### src/sep_pkg.sv
/*
  Shared constants and types of the serial EEPROM command engine.
  Assumes a single core clock of 40 MHz and pins sampled into that clock.
*/
package sep_pkg;

  // Core clock and derived time base
  localparam int CLK_PERIOD_NS = 25;
  localparam int TICK_NS = 1000;
  localparam int TICK_CYC = TICK_NS / CLK_PERIOD_NS;
  localparam int TICK_W = 6;
  localparam logic [TICK_W-1:0] TICK_LAST = TICK_W'(TICK_CYC - 1);

  // Self-timed program cycle, in microseconds
  localparam int PROG_TIME_US = 5000;
  localparam int PROG_CNT_W = 16;

  // Byte framing on the serial link
  localparam int SYNC_LEN = 3;
  localparam logic [3:0] BIT_LAST_DATA = 4'h7;
  localparam logic [3:0] BIT_ACK = 4'h8;
  localparam logic [3:0] BIT_DONE = 4'h9;

  // Array and page
  localparam int PAGE_BYTES = 16;
  localparam int PAGE_BITS = 4;
  localparam logic [7:0] ERASED_BYTE = 8'hff;
  localparam int FIFO_DEPTH = 4;

  // Pin bundle: serial clock, serial data, guard, straps
  localparam int PIN_W = 6;
  localparam logic [PIN_W-1:0] PINS_RST = 6'h30;

  typedef struct packed {
    logic scl;
    logic sda;
    logic guard;
    logic [2:0] straps;
  } sep_pins_t;

  // Gray codes along select -> address -> data -> program
  typedef enum logic [2:0] {
    ST_IDLE = 3'h0,
    ST_SEL = 3'h1,
    ST_ADR = 3'h3,
    ST_WDAT = 3'h2,
    ST_PROG = 3'h6,
    ST_TXD = 3'h5
  } sep_state_t;

  typedef struct packed {
    logic [PAGE_BYTES-1:0] mask;
    logic [PAGE_BYTES-1:0][7:0] data;
  } sep_page_t;

endpackage : sep_pkg

### src/sep_fifo.sv
/*
  Small flip-flop FIFO with valid/ready on both sides and a flush.
  Assumes both sides run on core_clk; flush wins over a push or pop.
*/
`timescale 1ns/1ps
module sep_fifo #(
  parameter int W = 8,
  parameter int DEPTH = 4
) (
  input logic core_clk,
  input logic rst,
  input logic flush,
  input logic in_valid,
  output logic in_ready,
  input logic [W-1:0] in_data,
  output logic out_valid,
  input logic out_ready,
  output logic [W-1:0] out_data
);

  localparam int PW = $clog2(DEPTH);

  logic [W-1:0] slot_r [DEPTH];
  logic [W-1:0] slot_nxt [DEPTH];
  logic [PW:0] wr_r;
  logic [PW:0] wr_nxt;
  logic [PW:0] rd_r;
  logic [PW:0] rd_nxt;
  logic full;
  logic empty;

  // Extra pointer bit tells full from empty
  assign full = (wr_r[PW] != rd_r[PW]) && (wr_r[PW-1:0] == rd_r[PW-1:0]);
  assign empty = (wr_r == rd_r);
  assign in_ready = !full;
  assign out_valid = !empty;
  assign out_data = slot_r[rd_r[PW-1:0]];

  // Pointer and slot update
  always_comb
  begin
    slot_nxt = slot_r;
    wr_nxt = wr_r;
    rd_nxt = rd_r;
    if (flush)
    begin
      wr_nxt = '0;
      rd_nxt = '0;
    end
    else
    begin
      if (in_valid && !full)
      begin
        slot_nxt[wr_r[PW-1:0]] = in_data;
        wr_nxt = wr_r + 1'b1;
      end
      if (out_ready && !empty)
        rd_nxt = rd_r + 1'b1;
    end
  end

  always_ff @(posedge core_clk or posedge rst)
  begin
    if (rst)
    begin
      for (int i = 0; i < DEPTH; i++)
        slot_r[i] <= '0;
      wr_r <= '0;
      rd_r <= '0;
    end
    else
    begin
      slot_r <= slot_nxt;
      wr_r <= wr_nxt;
      rd_r <= rd_nxt;
    end
  end

endmodule : sep_fifo

### src/sep_array.sv
/*
  Byte array in flip-flops, erased to all ones at reset, with one
  combinational read port and a whole-page masked commit.
  Assumes commit is a one-cycle pulse with page index and data stable.
*/
`timescale 1ns/1ps
module sep_array #(
  parameter int AW = 8
) (
  input logic core_clk,
  input logic rst,
  input logic [AW-1:0] rd_addr,
  output logic [7:0] rd_data,
  input logic commit,
  input logic [AW-sep_pkg::PAGE_BITS-1:0] page_idx,
  input sep_pkg::sep_page_t page
);

  localparam int N = 2 ** AW;

  logic [7:0] cell_r [N];
  logic [7:0] cell_nxt [N];

  assign rd_data = cell_r[rd_addr];

  // One cell per entry; only masked bytes of the addressed page change
  for (genvar g = 0; g < N; g++)
  begin : g_cell
    localparam logic [AW-1:0] IDX = AW'(g);
    always_comb
    begin
      cell_nxt[g] = cell_r[g];
      if (commit && page_idx == IDX[AW-1:sep_pkg::PAGE_BITS] &&
          page.mask[IDX[sep_pkg::PAGE_BITS-1:0]])
        cell_nxt[g] = page.data[IDX[sep_pkg::PAGE_BITS-1:0]];
    end

    always_ff @(posedge core_clk or posedge rst)
    begin
      if (rst)
        cell_r[g] <= sep_pkg::ERASED_BYTE;
      else
        cell_r[g] <= cell_nxt[g];
    end
  end

endmodule : sep_array

### src/sep_core.sv
/*
  Command engine of a byte-organised serial EEPROM acting as a two-wire
  bus slave: select, address, page write with timed program cycle,
  acknowledge polling, and current, random and sequential reads.
  Assumes the serial clock and data pins are asynchronous to core_clk and
  far slower than it; the data pin is open drain with an external pull-up.
*/
`timescale 1ns/1ps
// Function
// - Write select is acknowledged, then address byte acked, then data
// - Program cycle starts only on Stop right after a data acknowledge
// - Stop in any other slot starts no program cycle
// - After programming, counter points past the last modified byte
// - During programming, data line released and bus fully ignored
// - Guard high: data bytes get NoAck and nothing is written
// - Page write takes one to sixteen bytes within one page
// - Page write increments only the low four address bits
// - Select code gets no acknowledge while programming, acked afterwards
// - Reads behave the same at any guard level
// - Random read: dummy write address, repeated Start, read select
// - Current read: ack, send byte at counter, then increment
// - Master acknowledge makes the device send the next byte
// - Counter wraps from top address to zero during reads
// - Read acknowledge slot high ends transfer and returns to standby
// - Array starts with every byte all ones
// - Select needs type identifier and matching straps or address bits
// - Select bit zero picks read at one, write at zero
// - Matching select acked in ninth slot; mismatch returns to standby
// - Guard high still acknowledges select and address bytes
module sep_core #(
  parameter int AW = 8,
  parameter int PROG_US = sep_pkg::PROG_TIME_US,
  parameter logic [3:0] TYPE_ID = 4'h9 // Arbitrary value
) (
  input logic core_clk,
  input logic rst,
  input logic scl_i,
  input logic sda_i,
  output logic sda_o,
  output logic sda_oe_n,
  input logic write_guard_input,
  input logic [2:0] chip_select_straps,
  output logic prog_busy
);

  localparam int XA = AW - 8;
  localparam int PROG_TICKS = PROG_US * 1000 / sep_pkg::TICK_NS;
  localparam logic [sep_pkg::PROG_CNT_W-1:0] PROG_LAST =
    sep_pkg::PROG_CNT_W'(PROG_TICKS - 1);

  sep_pkg::sep_pins_t sync_r [sep_pkg::SYNC_LEN];
  logic [sep_pkg::PIN_W-1:0] filt_nxt;
  sep_pkg::sep_pins_t pin_f;
  sep_pkg::sep_pins_t pin_p;
  logic scl_rise;
  logic scl_fall;
  logic start_ev;
  logic stop_ev;

  sep_pkg::sep_state_t state_r, state_nxt;
  logic [3:0] bit_r, bit_nxt;
  logic [7:0] shift_r, shift_nxt;
  logic [7:0] tx_r, tx_nxt;
  logic ack_r, ack_nxt;
  logic drive_r, drive_nxt;
  logic rw_r, rw_nxt;
  logic [2:0] sel_r, sel_nxt;
  logic [AW-1:0] addr_r, addr_nxt;
  logic [AW-1:0] last_r, last_nxt;
  logic flush_r, flush_nxt;
  sep_pkg::sep_page_t page_r, page_nxt;
  logic [7:0] byte_in;
  logic [10:0] full_addr;
  logic sel_ok;
  logic load;

  logic [sep_pkg::TICK_W-1:0] tick_r, tick_nxt;
  logic [sep_pkg::PROG_CNT_W-1:0] prog_cnt_r, prog_cnt_nxt;
  logic commit;

  logic [AW-1:0] fetch_r, fetch_nxt;
  logic [7:0] mem_data;
  logic fifo_in_ready;
  logic [7:0] fifo_data;
  logic pop;

  // Pins pass three flops; a level counts once stages two and three agree
  always_ff @(posedge core_clk or posedge rst)
  begin
    if (rst)
    begin
      for (int i = 0; i < sep_pkg::SYNC_LEN; i++)
        sync_r[i] <= sep_pkg::PINS_RST;
      pin_f <= sep_pkg::PINS_RST;
      pin_p <= sep_pkg::PINS_RST;
    end
    else
    begin
      sync_r[0] <= {scl_i, sda_i, write_guard_input, chip_select_straps};
      sync_r[1] <= sync_r[0];
      sync_r[2] <= sync_r[1];
      pin_f <= filt_nxt;
      pin_p <= pin_f;
    end
  end

  for (genvar g = 0; g < sep_pkg::PIN_W; g++)
  begin : g_filt
    always_comb
      filt_nxt[g] = (sync_r[1][g] == sync_r[2][g]) ? sync_r[2][g] : pin_f[g];
  end

  // Bus events from the filtered levels
  assign scl_rise = pin_f.scl && !pin_p.scl;
  assign scl_fall = !pin_f.scl && pin_p.scl;
  assign start_ev = pin_f.scl && pin_p.scl && pin_p.sda && !pin_f.sda;
  assign stop_ev = pin_f.scl && pin_p.scl && !pin_p.sda && pin_f.sda;

  // Open drain: only ever pulls low
  assign sda_o = 1'b0;
  assign sda_oe_n = !drive_r;
  assign prog_busy = (state_r == sep_pkg::ST_PROG);

  // Byte completes on the eighth rising edge
  assign byte_in = {shift_r[6:0], pin_f.sda};
  assign full_addr = {sel_r, byte_in};

  // Select decode: type nibble, then straps on bits not used as address
  always_comb
  begin
    sel_ok = (byte_in[7:4] == TYPE_ID);
    for (int i = 0; i < 3; i++)
      if (i >= XA && byte_in[i+1] != pin_f.straps[i])
        sel_ok = 1'b0;
  end

  // Protocol engine
  always_comb
  begin
    state_nxt = state_r;
    bit_nxt = bit_r;
    shift_nxt = shift_r;
    tx_nxt = tx_r;
    ack_nxt = ack_r;
    drive_nxt = drive_r;
    rw_nxt = rw_r;
    sel_nxt = sel_r;
    addr_nxt = addr_r;
    last_nxt = last_r;
    page_nxt = page_r;
    flush_nxt = 1'b0;
    load = 1'b0;
    if (state_r == sep_pkg::ST_PROG)
    begin
      // Deaf to the bus until the timer ends, so polls see no ack
      drive_nxt = 1'b0;
      if (commit)
      begin
        state_nxt = sep_pkg::ST_IDLE;
        addr_nxt = AW'(last_r + 1'b1);
        page_nxt.mask = '0;
      end
    end
    else if (start_ev)
    begin
      // Also a repeated start: any unfinished page is dropped
      state_nxt = sep_pkg::ST_SEL;
      bit_nxt = '0;
      drive_nxt = 1'b0;
      page_nxt.mask = '0;
    end
    else if (stop_ev)
    begin
      drive_nxt = 1'b0;
      // The SCL rise ahead of a Stop is sampled as one bit, so the slot
      // right after a data acknowledge shows up as bit count one
      if (state_r == sep_pkg::ST_WDAT && bit_r == 4'h1 && |page_r.mask)
        state_nxt = sep_pkg::ST_PROG;
      else
      begin
        state_nxt = sep_pkg::ST_IDLE;
        page_nxt.mask = '0;
      end
    end
    else if (scl_rise)
    begin
      unique case (state_r)
        sep_pkg::ST_SEL, sep_pkg::ST_ADR, sep_pkg::ST_WDAT:
        begin
          if (bit_r < sep_pkg::BIT_ACK)
          begin
            shift_nxt = byte_in;
            bit_nxt = bit_r + 4'h1;
          end
          else
            bit_nxt = sep_pkg::BIT_DONE;
          if (bit_r == sep_pkg::BIT_LAST_DATA)
          begin
            ack_nxt = 1'b1;
            if (state_r == sep_pkg::ST_SEL)
            begin
              if (!sel_ok)
                state_nxt = sep_pkg::ST_IDLE;
              rw_nxt = byte_in[0];
              sel_nxt = byte_in[3:1];
              flush_nxt = byte_in[0];
            end
            else if (state_r == sep_pkg::ST_ADR)
              addr_nxt = full_addr[AW-1:0];
            else if (pin_f.guard)
              ack_nxt = 1'b0;
            else
            begin
              page_nxt.data[addr_r[3:0]] = byte_in;
              page_nxt.mask[addr_r[3:0]] = 1'b1;
              last_nxt = addr_r;
              addr_nxt = {addr_r[AW-1:4], addr_r[3:0] + 4'h1};
            end
          end
        end
        sep_pkg::ST_TXD:
        begin
          if (bit_r < sep_pkg::BIT_ACK)
            bit_nxt = bit_r + 4'h1;
          else if (!pin_f.sda)
            bit_nxt = sep_pkg::BIT_DONE;
          else
            state_nxt = sep_pkg::ST_IDLE;
        end
        default:
          ;
      endcase
    end
    else if (scl_fall)
    begin
      unique case (state_r)
        sep_pkg::ST_SEL, sep_pkg::ST_ADR, sep_pkg::ST_WDAT:
        begin
          if (bit_r == sep_pkg::BIT_ACK)
            drive_nxt = ack_r;
          else if (bit_r == sep_pkg::BIT_DONE)
          begin
            drive_nxt = 1'b0;
            bit_nxt = '0;
            if (state_r == sep_pkg::ST_SEL && rw_r)
              load = 1'b1;
            else if (state_r == sep_pkg::ST_SEL)
              state_nxt = sep_pkg::ST_ADR;
            else
              state_nxt = sep_pkg::ST_WDAT;
          end
        end
        sep_pkg::ST_TXD:
        begin
          if (bit_r == sep_pkg::BIT_ACK)
            drive_nxt = 1'b0;
          else if (bit_r == sep_pkg::BIT_DONE)
          begin
            bit_nxt = '0;
            load = 1'b1;
          end
          else if (bit_r != '0)
          begin
            tx_nxt = {tx_r[6:0], 1'b0};
            drive_nxt = !tx_r[6];
          end
        end
        default:
          ;
      endcase
    end
    // Next byte to send comes from the prefetch queue; counter follows
    if (load)
    begin
      state_nxt = sep_pkg::ST_TXD;
      tx_nxt = fifo_data;
      drive_nxt = !fifo_data[7];
      addr_nxt = AW'(addr_r + 1'b1);
    end
  end

  assign pop = load;

  always_ff @(posedge core_clk or posedge rst)
  begin
    if (rst)
    begin
      state_r <= sep_pkg::ST_IDLE;
      bit_r <= '0;
      shift_r <= '0;
      tx_r <= '0;
      ack_r <= 1'b0;
      drive_r <= 1'b0;
      rw_r <= 1'b0;
      sel_r <= '0;
      addr_r <= '0;
      last_r <= '0;
      page_r <= '0;
      flush_r <= 1'b0;
    end
    else
    begin
      state_r <= state_nxt;
      bit_r <= bit_nxt;
      shift_r <= shift_nxt;
      tx_r <= tx_nxt;
      ack_r <= ack_nxt;
      drive_r <= drive_nxt;
      rw_r <= rw_nxt;
      sel_r <= sel_nxt;
      addr_r <= addr_nxt;
      last_r <= last_nxt;
      page_r <= page_nxt;
      flush_r <= flush_nxt;
    end
  end

  // Free-running microsecond tick; program time counts whole ticks, so
  // the cycle may run up to one tick short of the nominal figure
  always_comb
  begin
    tick_nxt = (tick_r == sep_pkg::TICK_LAST) ? '0 : tick_r + 1'b1;
    prog_cnt_nxt = prog_cnt_r;
    commit = 1'b0;
    if (state_r != sep_pkg::ST_PROG)
      prog_cnt_nxt = '0;
    else if (tick_r == sep_pkg::TICK_LAST)
    begin
      if (prog_cnt_r == PROG_LAST)
        commit = 1'b1;
      else
        prog_cnt_nxt = prog_cnt_r + 1'b1;
    end
  end

  always_ff @(posedge core_clk or posedge rst)
  begin
    if (rst)
    begin
      tick_r <= '0;
      prog_cnt_r <= '0;
    end
    else
    begin
      tick_r <= tick_nxt;
      prog_cnt_r <= prog_cnt_nxt;
    end
  end

  // Prefetch runs ahead of the counter; a read select restarts it there
  always_comb
  begin
    fetch_nxt = fetch_r;
    if (flush_r)
      fetch_nxt = addr_r;
    else if (fifo_in_ready)
      fetch_nxt = AW'(fetch_r + 1'b1);
  end

  always_ff @(posedge core_clk or posedge rst)
  begin
    if (rst)
      fetch_r <= '0;
    else
      fetch_r <= fetch_nxt;
  end

  sep_fifo #(
    .W(8),
    .DEPTH(sep_pkg::FIFO_DEPTH)
  ) u_fifo (
    .core_clk(core_clk),
    .rst(rst),
    .flush(flush_r),
    .in_valid(!flush_r),
    .in_ready(fifo_in_ready),
    .in_data(mem_data),
    .out_valid(),
    .out_ready(pop),
    .out_data(fifo_data)
  );

  sep_array #(
    .AW(AW)
  ) u_array (
    .core_clk(core_clk),
    .rst(rst),
    .rd_addr(fetch_r),
    .rd_data(mem_data),
    .commit(commit),
    .page_idx(last_r[AW-1:sep_pkg::PAGE_BITS]),
    .page(page_r)
  );

endmodule : sep_core

### config.mk
export PLATFORM = sky130hd
export DESIGN_NAME = sep_core
export DESIGN_NICKNAME = d
export VERILOG_FILES = /design/src/sep_pkg.sv /design/src/sep_fifo.sv /design/src/sep_array.sv /design/src/sep_core.sv
export SDC_FILE = /design/constraint.sdc
export NUM_CORES = 2
export LEC_CHECK = 0
export BUFFER_PORTS_ARGS = -buffer_cell sky130_fd_sc_hd__clkbuf_2
export CAP_MARGIN = 10
export CORE_MARGIN = 2
export CORE_UTILIZATION = 40
export CTS_CLUSTER_SIZE = 10
export DETAILED_ROUTE_END_ITERATION = 6
export GPL_TIMING_DRIVEN = 0
export PLACE_DENSITY = 0.54
export SYNTH_ARGS = -nofsm -noshare
export SYNTH_HDL_FRONTEND = slang
export SYNTH_SLANG_ARGS = --single-unit
### constraint.sdc
create_clock -name core_clk -period 222.7 [get_ports core_clk]
set_input_delay 44.54 -clock core_clk [delete_from_list [all_inputs] [get_ports core_clk]]
set_output_delay 44.54 -clock core_clk [all_outputs]
set_load 0.03 [all_outputs]
# After elaboration in Yosys (flattened, before gate mapping)
# Index checks and enable logic that the tools add are counted.
dict set report word_totals {
  regBits 2327
  out_inout_bits 3
  wordCells 874
}
dict set report classes {
  addsub 9
  order_cmp 7
  eq_ne 73
  n_mux 125
  bitwise 11
  n_reduce_logical 336
}
# operator n
set op_table {}
lappend op_table {{144-bit 2-to-1 mux} 6}
lappend op_table {{1-bit logical AND} 287}
lappend op_table {{8-bit 2-to-1 mux} 18}
lappend op_table {{128-bit bitwise mux} 1}
lappend op_table {{16-bit 2-to-1 mux} 8}
lappend op_table {{7-bit 2-to-1 mux} 10}
lappend op_table {{8-bit binary-select mux with 8-bit select} 1}
lappend op_table {{3-bit 2-to-1 mux} 21}
lappend op_table {{7-bit by 6-bit inequality test with 1-bit output, second input constant} 8}
lappend op_table {{4-bit equality test, second input constant} 11}
lappend op_table {{4-bit 2-to-1 mux} 11}
lappend op_table {{1-bit 2-to-1 mux} 39}
lappend op_table {{32-bit bitwise mux} 1}
lappend op_table {{8-bit demux with 4-bit select} 1}
lappend op_table {{8-bit AND reduction} 4}
lappend op_table {{8-bit by 1-bit adder with 8-bit output, second input constant} 3}
lappend op_table {{6-bit nonzero test} 4}
lappend op_table {{3-bit nonzero test} 7}
lappend op_table {{4-bit by 3-bit equality test with 1-bit output, second input constant} 5}
lappend op_table {{6-bit AND reduction} 3}
lappend op_table {{9-bit AND reduction} 2}
lappend op_table {{16-bit by 1-bit adder with 16-bit output, second input constant} 1}
lappend op_table {{8-bit binary-select mux with 2-bit select} 1}
lappend op_table {{8-bit demux with 2-bit select} 1}
lappend op_table {{other kinds (51)} 107}

# Logic depth before layout (Yosys ltp)
dict set report logic_depth {
  ltp_word 14
  depth_mapped 14
  depth_no_buf 9
}

# Modules after synthesis
# From an unflattened synthesis, not the netlist that was laid out.
dict set report hier_totals {
  cells_unflattened 6892
  area_unflattened_um2 107694.5
}
# mod instances cells_per_inst area_per_inst_um2 seq_area_each_um2
set by_module_without_submodules {}
lappend by_module_without_submodules {sep_array 1 5902 95107.5 53811.6}
lappend by_module_without_submodules {sep_core 1 849 10573.9 6043.3}
lappend by_module_without_submodules {sep_fifo 1 141 2013.2 950.9}

# Worst setup path before layout
# Ideal clock, no wire load.
dict set report synth_timing {
  path_kind {register -> output}
  from {reg state_r[0]}
  to {out prog_busy}
  arrival_ps 1032
  t_required_ps 178160
  slack_ps 177128
  stages_incl_launch_ff 4
  path_buffers 0
  path_cell_list {dfrtp_1 > and2b_1 > nand2_1 > inv_1}
}
dict set report synth_via {
  elab_chain_len 1
}
# element line_no
set synth_rtl {}
lappend synth_rtl {{start: declaration} sep_core.sv:60} ;# sep_pkg::sep_state_t state_r, state_nxt;
lappend synth_rtl {{start signal: assignment} sep_core.sv:288} ;# state_r <= sep_pkg::ST_IDLE;
lappend synth_rtl {{start signal: assignment} sep_core.sv:303} ;# state_r <= state_nxt;
lappend synth_rtl {{3-bit equality test} sep_core.sv:122} ;# assign prog_busy = (state_r == sep_pkg::ST_PROG);
lappend synth_rtl {{end: declaration} sep_core.sv:43} ;# output logic prog_busy
# Every way passes these cells.

# Worst setup path after layout
# Ends and elaborated chain as after synthesis.

==> impl_metrics.toml <==
[status]
status = "finished with violations"
violations = "capacitance limit, slew limit"

[floorplanning]
dieArea_um2 = 273000
start_util = 0.402
rows = 190
die_h_um = 522
die_w_um = 522
core_um2 = 267000
ios = 11

[setup_path]
cp_max_fo = 7
critical-path-max-stage-delay_ns = 0.45
crit_path_start_kind = "register"
crit_slowest_cell = "dfrtp_1"
cp-end-kind = "primary output"
required_ns = 178.16
cp_cell_sequence = "and2b_1, nand2_1, inv_1, clkbuf_2"
cp.arrival_ns = 2.32
critical_path_class = "reg -> out"

[finish]
final_area_um2 = 122000
finish.utilization = 0.457
fillers = 23700
drive_gt1_frac = 0.689
area_growth_pct = 13.9
nets = 7479

[synth]
ys_types = 87
syn_area_um2 = 107000
syn_nets = 7092
ys_warn_count = 0
synth_flop_cell = "dfstp_2"
avgSynthCellArea_um2 = 15.2
ys_seq_elements = 2327
netlist_instances = 7065
ys_async_sr_fraction = 1.00
yosysSeqAreaShare = 0.566
synth-edff-count = 0

[clocking]
cts-root-buf = "clkbuf_16"
cts.clk_slew.worst_paths_ns = 0.06
numCtsBuffers = 283
cts_tree = "done"
max-clock-path-buffers = 4
htreeDepth = 5
cts_setup_buffers = 0
clock_latency_ns = 0.96
cts_resized = 0
clkSinkCount = 2327
hold_buffers = 0

[flow_run]
maxCapViolCount = 5

[placed_design]
port_buffers = 9
dp_hpwl_mm = 464
place_area_um2 = 114000
gp_congestion = 1.12

[power_and_ir_drop]
leakage_nw = 49.0
peakVddDrop_mv = 0.00624
power_w = 0.00104
power.density_nw_per_um2 = 8.50

[drt]
drt_iter0_drc = 9721
viasPerCell = 6.73
avgRoutedWirePerCell_um = 56.2
wirelength_mm = 631
drtAntennaViolNets = 0
route.detailed.drc = 0
drtPass1Iterations = 6
via_count = 75600

[timing]
skew_ns = 0.0535
rsz0062_at_grt = "no"
relSlewSlack = -0.124
finalCritPeriodShare = 0.210
finalSetupViolCount = 0
layout_min_cycle_time_ns = 46.85
hold_viol_final = 0
maxSlewViolCount = 35
worstMarginPinSlew_ns = 1.69
max_freq_mhz = 21.3
tns_ns = 0

[global_route]
grtUsageTotal = 0.457
grt_overflow_total = 0
grt_pass1_vias = 71300
grt_pass1_wl_mm = 792
antenna_found_initial = 152
grt_max_degree = 137

[worst_hold_path]
holdCritPathClass = "reg -> reg"
## cell families after synthesis
| kind of cell | synth area share |
|---|---|
| muxes | 0.338 |
| DFF | 0.566 |
| and+or+nand+nor | 0.0333 |
| AOI/OAI and AO/OA | 0.0363 |
| buffers and inverters | 0.0198 |
| xor gates and xnor gates | 0.00318 |
| adders and majority gates | 0.00277 |
| other | 0.0000349 |
## power breakdown
group / total (W) / switching, W / internal [W]
Clock: 0.000440 / 0.000192 / 0.000248
Sequential: 0.000428 / 0.00000163 / 0.000426
Combinational: 0.000171 / 0.000136 / 0.0000353
Total: 0.00104 / 0.000329 / 0.000710
## metrics by stage
step	std cells	hold WS, ns	worst slack [ns]
after floorplan	7065	0.331	115.81
after global placement	10600	0.339	90.77
after detailed placement	10700	0.337	174.86
after CTS	11200	0.346	175.80
after global routing	11200	0.361	175.49
final	11200	0.345	175.85
## layout make-up
cell class                 instances  area (µm²)  area share
tap                             3552        4440      0.0363
sequential                      2327       60800       0.497
clock buffer                     425        7970      0.0652
buffer                           435        2080      0.0170
inverter                          30         120    0.000982
antenna                           70         175     0.00143
timing repair buffer             102        1770      0.0145
multi-input combinational       4273       44500       0.364
clock inverter                    28         379     0.00310
## cells in the final DEF, fill, tap and decap left out, types with 20 or more instances in the layout
| cell | synthesis | routed |
|---|---|---|
| a21oi_1 | 100 | 100 |
| a221oi_1 | 35 | 33 |
| a22o_1 | 22 | 22 |
| a22oi_1 | 104 | 104 |
| a31oi_1 | 34 | 34 |
| buf_1 | 33 | 23 |
| buf_16 | 0 | 26 |
| buf_2 | 51 | 61 |
| buf_4 | 53 | 62 |
| buf_8 | 1 | 35 |
| clkbuf_1 | 283 | 359 |
| clkbuf_16 | 0 | 290 |
| clkbuf_2 | 0 | 45 |
| clkbuf_8 | 0 | 21 |
| dfrtp_1 | 269 | 269 |
| dfstp_2 | 2058 | 2058 |
| diode_2 | 0 | 70 |
| inv_1 | 29 | 28 |
| mux2_1 | 80 | 80 |
| mux2_2 | 2116 | 2116 |
| mux2i_1 | 244 | 244 |
| mux4_2 | 407 | 407 |
| nand2_1 | 448 | 448 |
| nand2_2 | 25 | 25 |
| nand2b_1 | 21 | 21 |
| nand3_1 | 52 | 52 |
| nor2_1 | 98 | 91 |
| nor3_1 | 29 | 29 |
| o21ai_0 | 100 | 100 |
| o22ai_1 | 32 | 32 |
| xnor2_1 | 20 | 20 |
## registers in the layout, indices dropped and copies added (netlist names), 6 cells and up
| signal | cells |
|---|---|
| u_array.cell_r | 2048 |
| page_r | 144 |
| u_fifo.slot_r | 32 |
| sync_r | 18 |
| prog_cnt_r | 16 |
| addr_r | 8 |
| fetch_r | 8 |
| last_r | 8 |
| shift_r | 7 |
| tx_r | 7 |
| tick_r | 6 |
## cells in the mapped netlist, types with 11 or more instances
library cell | instances | share of area
and2_1 | 12 | 0.00070
a221oi_1 | 35 | 0.0029
buf_2 | 51 | 0.0024
nand3_1 | 52 | 0.0024
o211ai_1 | 11 | 0.00077
nand2b_1 | 21 | 0.0012
o221ai_1 | 15 | 0.0012
mux2_2 | 2116 | 0.22
nor2b_1 | 19 | 0.0011
buf_4 | 53 | 0.0037
dfstp_2 | 2058 | 0.50
a22o_1 | 22 | 0.0018
buf_6 | 14 | 0.0015
ha_1 | 19 | 0.0022
mux4_2 | 407 | 0.085
o22ai_1 | 32 | 0.0019
clkbuf_1 | 283 | 0.0099
xnor2_1 | 20 | 0.0016
nand2_2 | 25 | 0.0015
nor3_1 | 29 | 0.0014
nor2_1 | 98 | 0.0034
a21oi_1 | 100 | 0.0047
mux2_1 | 80 | 0.0084
nand4_1 | 13 | 0.00076
mux2i_1 | 244 | 0.023
a31oi_1 | 34 | 0.0020
a211oi_1 | 16 | 0.0011
nand3b_1 | 11 | 0.00077
a221o_1 | 13 | 0.0012
a22oi_1 | 104 | 0.0073
buf_1 | 33 | 0.0012
dfrtp_1 | 269 | 0.063
nand2_1 | 448 | 0.016
xor2_1 | 19 | 0.0015
o21ai_0 | 100 | 0.0047
inv_1 | 29 | 0.0010
## critical path: cells and delay by family, from the launching register on
kind | cells | cell delay [ns]
DFF | 1 | 0.45
and+or+nand+nor | 2 | 0.53
buffers and inverters | 2 | 0.41
## path summary, 6_finish.rpt
check                                 from              endpoint  slack, ns  cells past startpoint
min in group asynchronous              rst            page_r[20]      43.66                      2
worst min-delay path            sync_r[15]             sync_r[9]       0.35                      0
worst max register to register  fetch_r[1]      u_fifo.slot_r[0]     214.06                     11
worst min register to register  sync_r[15]             sync_r[9]       0.35                      0
max in group asynchronous              rst  u_array.cell_r[1792]     175.85                      7
worst max-delay path            state_r[0]             prog_busy     175.85                      4
## routing by layer
metal  up-vias  wire (µm)  part of all wire  global-route usage
li1      27200          -                 -                   -
met1     42100     248000              0.39               0.592
met2      4955     260000              0.41               0.633
met3      1341      67400              0.11               0.151
met4        62      55200             0.087               0.344
met5         -        399           0.00063                   0
No activity file was read; power rests on OpenSTA's default activity.
